`src/shared/btif_pkg.sv`:
```
package btif_pkg;
  // 1.544 Mbit/s frame geometry
  localparam int BTIF_CHANNELS = 24;
  localparam int BTIF_BITS_PER_BYTE = 8;
  localparam int BTIF_FRAME_BITS = 193;
  localparam int BTIF_FRAMES_PER_SF = 12;
  // 2.048 Mbit/s frame geometry
  localparam int BTIF_E1_SLOTS = 32;
  localparam int BTIF_GROUP_BYTES = 4;
  // alignment options
  localparam logic [1:0] BTIF_ALIGN_FRAME = 2'h0;
  localparam logic [1:0] BTIF_ALIGN_SF = 2'h1;
  localparam logic [1:0] BTIF_ALIGN_2SF = 2'h2;
  // word carried through the fifo: pcm, negative rail, signalling, framing-bit flag, superframe start
  localparam int BTIF_WORD_W = 5;
  localparam int BTIF_FIFO_DEPTH = 4;
endpackage

```
`src/verilog/btif_fifo.sv`:
```
`timescale 1ns/10ps
`default_nettype none
module btif_fifo #(
  parameter int WIDTH = 5,
  parameter int DEPTH = 4
) (
  input wire logic clk_sys_i, // system clock
  input wire logic rstn_i, // async reset, active low
  input wire logic [WIDTH-1:0] in_data_i, // write data
  input wire logic in_valid_i, // write request
  output logic in_ready_o, // not full
  output logic [WIDTH-1:0] out_data_o, // read data, registered
  output logic out_valid_o, // not empty
  input wire logic out_ready_i // read accept
);
  localparam int AW = $clog2(DEPTH);
  logic [WIDTH-1:0] mem [DEPTH];
  logic [AW:0] wr_ptr;
  logic [AW:0] rd_ptr;
  logic [AW:0] count;
  logic out_full;
  wire push = in_valid_i && in_ready_o;
  wire pop = out_valid_o && out_ready_i;
  wire stored = (count != '0);
  wire load_out = stored && (!out_full || pop);

  assign in_ready_o = (count != (AW+1)'(DEPTH));
  assign out_valid_o = out_full;

  always_ff @(posedge clk_sys_i)
  begin
    if (push)
      mem[wr_ptr[AW-1:0]] <= in_data_i;
  end

  // read data sits in a register so the far side sees a steady word
  always_ff @(posedge clk_sys_i or negedge rstn_i)
  begin
    if (!rstn_i)
    begin
      wr_ptr <= '0;
      rd_ptr <= '0;
      count <= '0;
      out_full <= 1'b0;
      out_data_o <= '0;
    end
    else
    begin
      if (push)
        wr_ptr <= (wr_ptr[AW-1:0] == AW'(DEPTH-1)) ? '0 : wr_ptr + 1'b1;
      if (load_out)
      begin
        out_data_o <= mem[rd_ptr[AW-1:0]];
        rd_ptr <= (rd_ptr[AW-1:0] == AW'(DEPTH-1)) ? '0 : rd_ptr + 1'b1;
      end
      count <= count + (AW+1)'(push) - (AW+1)'(load_out);
      if (load_out)
        out_full <= 1'b1;
      else if (pop)
        out_full <= 1'b0;
    end
  end
endmodule
`default_nettype wire

```
`src/verilog/btif_top.sv`:
```
`timescale 1ns/10ps
`default_nettype none
module btif_top
  import btif_pkg::*;
#(
  parameter int FIFO_DEPTH = BTIF_FIFO_DEPTH
) (
  input wire logic clk_sys_i, // 200 MHz system clock
  input wire logic rstn_i, // async reset, active low
  input wire logic rate_2048_i, // static: 1 = 2.048 Mbit/s backplane
  input wire logic dual_rail_i, // static: signalling pin carries negative rail (1.544 only)
  input wire logic [1:0] align_mode_i, // static: frame pulse option
  input wire logic backplane_tx_clock, // backplane transmit clock pin
  input wire logic backplane_tx_pcm_in, // pcm / positive rail pin
  input wire logic backplane_tx_signalling_in, // signalling / negative rail pin
  input wire logic backplane_tx_frame_pulse, // frame alignment pin
  output logic tx_pcm_o, // internal 1.544 stream bit (positive rail)
  output logic tx_neg_o, // negative rail bit, dual-rail at 1.544 only (held low at 2.048)
  output logic [3:0] tx_sig_nibble_o, // signalling nibble of the last completed channel byte
  output logic tx_fbit_o, // current bit is the framing bit
  output logic tx_sf_start_o, // first bit of a superframe (alignment frame)
  output logic [4:0] tx_channel_o, // channel index of current bit
  output logic tx_valid_o, // a bit is presented
  input wire logic tx_ready_i, // consumer takes the bit
  output logic overflow_o // sticky: bit lost because fifo was full
);
  // ************************************************************
  // input synchronisers and edge detect
  // ************************************************************
  logic [3:0] sync1;
  logic [3:0] sync2;
  logic clk_d;
  always_ff @(posedge clk_sys_i or negedge rstn_i)
  begin
    if (!rstn_i)
    begin
      sync1 <= '0;
      sync2 <= '0;
      clk_d <= 1'b0;
    end
    else
    begin
      sync1 <= {backplane_tx_clock, backplane_tx_pcm_in, backplane_tx_signalling_in, backplane_tx_frame_pulse};
      sync2 <= sync1;
      clk_d <= sync2[3];
    end
  end
  // sample on the rising backplane clock edge; data settles half a period before
  wire bp_edge = sync2[3] && !clk_d;
  wire pcm_s = sync2[2];
  wire sig_s = sync2[1];
  wire fp_s = sync2[0];

  // ************************************************************
  // frame position counters
  // ************************************************************
  logic [7:0] bit_pos; // 1.544: 0..192, 2.048: 0..255
  logic [3:0] frame_cnt;
  logic sf_odd;
  logic [7:0] sig_shift;
  wire [7:0] last_pos = rate_2048_i ? 8'(BTIF_E1_SLOTS * BTIF_BITS_PER_BYTE - 1) : 8'(BTIF_FRAME_BITS - 1);
  wire [7:0] fbit_pos = 8'(BTIF_CHANNELS * BTIF_BITS_PER_BYTE);
  wire [2:0] bit_in_byte = bit_pos[2:0];
  wire [4:0] byte_idx = bit_pos[7:3];
  wire [4:0] ds1_chan = rate_2048_i ? 5'((byte_idx >> 2) * 3 + byte_idx[1:0]) : byte_idx;
  wire is_filler = rate_2048_i && (byte_idx[1:0] == 2'(BTIF_GROUP_BYTES - 1));
  wire is_fbit = !rate_2048_i && (bit_pos == fbit_pos);
  wire last_frame = (frame_cnt == 4'(BTIF_FRAMES_PER_SF - 1));
  // in 2.048 mode the pulse arrives on the first filler bit of the last group
  wire [7:0] fp_pos = rate_2048_i ? 8'(BTIF_E1_SLOTS * BTIF_BITS_PER_BYTE - BTIF_BITS_PER_BYTE) : fbit_pos;
  wire [7:0] pos_after_fp = rate_2048_i ? fp_pos + 8'h01 : 8'h00;
  wire at_wrap = (bit_pos == last_pos);
  // with a superframe pulse the frame count is forced to the first frame (zero)
  wire align_sf = (align_mode_i != BTIF_ALIGN_FRAME);

  always_ff @(posedge clk_sys_i or negedge rstn_i)
  begin
    if (!rstn_i)
    begin
      bit_pos <= '0;
      frame_cnt <= '0;
      sf_odd <= 1'b0;
    end
    else if (bp_edge)
    begin
      if (fp_s)
      begin
        bit_pos <= pos_after_fp;
        frame_cnt <= align_sf ? '0 : (last_frame ? '0 : frame_cnt + 4'h1);
        sf_odd <= (align_mode_i == BTIF_ALIGN_2SF) ? 1'b0 : (last_frame ? !sf_odd : sf_odd);
      end
      else if (at_wrap)
      begin
        bit_pos <= '0;
        frame_cnt <= last_frame ? '0 : frame_cnt + 4'h1;
        if (last_frame)
          sf_odd <= !sf_odd;
      end
      else
        bit_pos <= bit_pos + 8'h01;
    end
  end

  // ************************************************************
  // signalling nibble capture, low four bits of each channel byte (filler bytes skipped)
  // ************************************************************
  logic [3:0] sig_nibble;
  always_ff @(posedge clk_sys_i or negedge rstn_i)
  begin
    if (!rstn_i)
    begin
      sig_shift <= '0;
      sig_nibble <= '0;
    end
    else if (bp_edge)
    begin
      sig_shift <= {sig_shift[6:0], sig_s};
      if (bit_in_byte == 3'h7 && !is_filler && !is_fbit)
        sig_nibble <= {sig_shift[2:0], sig_s};
    end
  end

  // ************************************************************
  // gapped stream into the fifo
  // ************************************************************
  // filler bits are simply never pushed, which gaps the 2.048 clock
  wire push = bp_edge && !is_filler;
  wire neg_bit = dual_rail_i && !rate_2048_i && sig_s;
  wire pcm_bit = pcm_s;
  wire sf_mark = (frame_cnt == '0) && (bit_pos == '0) && (align_mode_i != BTIF_ALIGN_2SF || !sf_odd);
  wire [BTIF_WORD_W-1:0] in_word = {pcm_bit, neg_bit, sig_s, is_fbit, sf_mark};
  wire fifo_in_ready;
  wire [BTIF_WORD_W-1:0] out_word;

  btif_fifo #(
    .WIDTH(BTIF_WORD_W + 5),
    .DEPTH(FIFO_DEPTH)
  ) u_fifo (
    .clk_sys_i(clk_sys_i),
    .rstn_i(rstn_i),
    .in_data_i({in_word, ds1_chan}),
    .in_valid_i(push),
    .in_ready_o(fifo_in_ready),
    .out_data_o({out_word, tx_channel_o}),
    .out_valid_o(tx_valid_o),
    .out_ready_i(tx_ready_i)
  );

  assign tx_pcm_o = out_word[4];
  assign tx_neg_o = out_word[3];
  assign tx_fbit_o = out_word[1];
  assign tx_sf_start_o = out_word[0];
  assign tx_sig_nibble_o = sig_nibble;

  // the backplane cannot be stalled, so a full fifo loses the bit and flags it
  always_ff @(posedge clk_sys_i or negedge rstn_i)
  begin
    if (!rstn_i)
      overflow_o <= 1'b0;
    else if (push && !fifo_in_ready)
      overflow_o <= 1'b1;
  end
endmodule
`default_nettype wire
```
`config.mk`:
```
export PLATFORM = sky130hd
export DESIGN_NAME = btif_top
export DESIGN_NICKNAME = d
export VERILOG_FILES = /design/src/shared/btif_pkg.sv /design/src/verilog/btif_fifo.sv /design/src/verilog/btif_top.sv
export SDC_FILE = /design/constraint.sdc
export NUM_CORES = 1
export LEC_CHECK = 0
export ABC_AREA = 1
export BUFFER_PORTS_ARGS = -buffer_cell sky130_fd_sc_hd__clkbuf_2
export CORE_MARGIN = 2
export CORE_UTILIZATION = 35
export DETAILED_ROUTE_END_ITERATION = 8
export PLACE_DENSITY_LB_ADDON = 0.25
export SYNTH_ARGS = -nofsm -noshare
export SYNTH_HDL_FRONTEND = slang
export SYNTH_HIERARCHICAL = 1
export SYNTH_SLANG_ARGS = --single-unit
```
`constraint.sdc`:
```
create_clock -name clk_sys_i -period 2.25 [get_ports clk_sys_i]
set_input_delay 0 -clock clk_sys_i [delete_from_list [all_inputs] [get_ports clk_sys_i]]
set_output_delay 0 -clock clk_sys_i [all_outputs]
set_load 0.1 [all_outputs]
```
==> reports/qor.txt <==
status -> completed
endpoints failing setup -> 0
Max rail drop VDD -> 1.153 mV
final core utilization -> 42.03%
Syn-to-layout area delta -> 17.02%
critical path type -> reg -> reg
latest clock arrival within the worst-skew pair -> 340 ps
H-tree Lvls -> 3
GR Util All Layers -> 13.09%
setup TNS -> 0 ps
iteration count of the initial detailed-routing pass -> 4
clk slew on worst S/H paths -> 70 ps
DRT Wirelength -> 7591 um
share of cells above drive strength 1 -> 16.67%
CP cell instances -> inv_1, fa_1, inv_1, ha_1, inv_1, fa_1, o21ai_1
syn avg cell area -> 9.385 um^2
Rel. slew slack -> 61.89%
hold depth -> 3
largest delay contributor family on the critical path -> adder cells
Root Driver -> clkbuf_16
final std cells w/o fill -> 629
Tmin final -> 2083 ps
total number of vias -> 2780
# IOs -> 26
hpwl dp -> 5357 um
largest net degree at the start of global routing -> 30
row cnt -> 39
initial antenna violation count -> 0
Final Wtd Congestion -> 0.7957
mapped cell area -> 4101 um^2
Max Clk Rate -> 480.1 MHz
CP Launch Type -> register
RR Startpoint -> bit_pos[4]$_DFFE_PN0P_
Die Wd -> 112.3 um
Crit Path Max Fanout -> 4
DR iter-0 viols -> 132
crit path capture type -> register
first-pass GRT wire length -> 13080 um
DR DRC count -> 0
CTS tree -> yes
antenna cells -> 0
placed instance area -> 4449 um^2
grt ovf -> 0
nets -> 515
r2r setup slk -> 170 ps
slowest CP cell -> fa_1
Top Usage Layer GRT -> met2
static leakage -> 0.002366 uW
Initial Util -> 35.92%
global-route met3 utilization -> 4.050%
Pwr Density -> 1222 nW/um^2
met1 Track Usage GR -> 17.02%
Slew Limit Fails -> 0
max_cap viols -> 0
CP Data Required Time -> 2400 ps
total CTS buffers -> 9
Slew @ Worst Pin -> 571.1 ps
worst setup path start -> bit_pos[4]$_DFFE_PN0P_
Sink Count -> 83
yosys warns -> 6
Hold Crit Class -> in -> reg
placed cell count -> 607
RSZ-0062 raised after global routing -> no
Net Count, Synth -> 471
Vias per Instance -> 4.420
final period utilization -> 92.58%
IO buf count -> 25
ANT nets after route -> 0
Worst path most repeated cell -> inv_1
fin area -> 4800 um^2
R2R cell count -> 7
vias in the first global route -> 2658
CP Depth -> 7
die area -> 12600 um^2
die height -> 112.3 um
met2 usage -> 21.16%
Critical Path AT -> 2230 ps
# fillers -> 1094
Core Box Area -> 11420 um^2
CP Buf/Inv Count -> 3
CTS Buffer Depth -> 2
reg2reg end -> u_fifo/mem[0][2]$_DFFE_PP_
final hold vios -> 0
Synth Instances -> 437
CP max stage delay -> 530 ps
critical path capture point -> u_fifo/mem[0][2]$_DFFE_PP_
Clock Skews -> 5.146 ps
Avg WL per Cell -> 12.07 um
==> worst reg2reg max path, cell delays in order (launching register included) <==
cell and delay [ps]:
dfrtp_1 350, inv_1 70, fa_1 530, inv_1 50, ha_1 200, inv_1 70
fa_1 400, o21ai_1 240
==> registers in the layout (all words and copies together), names as in the netlist <==
signal,count
sync2,4
u_fifo/wr_ptr,2
sync1,4
clk_d,1
sig_shift,3
u_fifo/out_data_o,9
u_fifo/out_valid_o,1
u_fifo/count,3
tx_sig_nibble_o,4
sf_odd,1
bit_pos,8
overflow_o,1
u_fifo/mem,36
frame_cnt,4
u_fifo/rd_ptr,2
==> power breakdown <==
group | internal [uW] | switching, uW | total, uW | leakage [uW]
clock network | 767 | 639 | 1410 | 0.000135
registers | 1920 | 215 | 2140 | 0.000895
logic | 594 | 1730 | 2320 | 0.00134
total | 3280 | 2580 | 5870 | 0.00237
==> final cells by class <==
class / instances / area, um^2 / share of cell area, %
repair buffers: 45 / 302.8 / 6.309
well taps: 143 / 178.9 / 3.728
clock buffers: 9 / 225.2 / 4.692
inverters: 82 / 312.8 / 6.517
clock inverters: 7 / 61.31 / 1.277
multi-input cells: 260 / 1458 / 30.37
flip-flops and latches: 83 / 2261 / 47.11
==> through the flow <==
stage               hold WS (ps)  setup slack (ps)  total power, uW
floorplan                 -295.6             34.05             4031
global placement          -1.379             116.1             4447
detailed placement       0.08263            -40.42             4494
CTS                        33.79             41.32             5935
global route               51.27             19.49             6272
finish                     37.89             167.0             5866
==> what timing repair did <==
item                                    in CTS  in global routing
setup buffers                                0                  0
endpoints found under the hold margin       23                  0
gates resized for setup                      1                  2
pin swaps                                    0                  0
endpoints found under the setup margin       4                  8
hold buffers                                 6                  0
==> placed cells by master (no fill, tap or decap), types with 3 or more instances in the layout <==
master	n
a21oi_1	5
buf_4	13
clkbuf_16	9
clkbuf_2	25
dfrtp_1	46
dlygate4sd3_1	6
edfxtp_1	36
fa_1	3
ha_1	20
inv_1	77
inv_2	3
inv_6	3
nand2_1	116
nand2_2	7
nand2_4	3
nand3_1	35
nand4_1	4
nor2_1	23
o21ai_0	15
o21ai_1	4
xor2_1	4
==> how the worst min path moves through the flow <==
stage / startpoint / to / slack (ps)
floorplan: rstn_i / bit_pos[0]$_DFFE_PN0P_ / -300
global route: dual_rail_i / u_fifo/mem[2][8]$_DFFE_PP_ / 50
finish: dual_rail_i / u_fifo/mem[1][8]$_DFFE_PP_ / 40
CTS: dual_rail_i / u_fifo/mem[2][8]$_DFFE_PP_ / 30
detailed placement: rstn_i / u_fifo/out_data_o[3]$_DFFE_PN0P_ / 0.08
global placement: rstn_i / u_fifo/out_data_o[3]$_DFFE_PN0P_ / -1
==> metal layers <==
layer	vias to the layer above	share of wire (%)
met5	-	0
met4	0	0.41
met3	2	2.1
met2	30	49
met1	1293	48
li1	1455	-
Note: power is estimated with default switching activity, not from simulation.
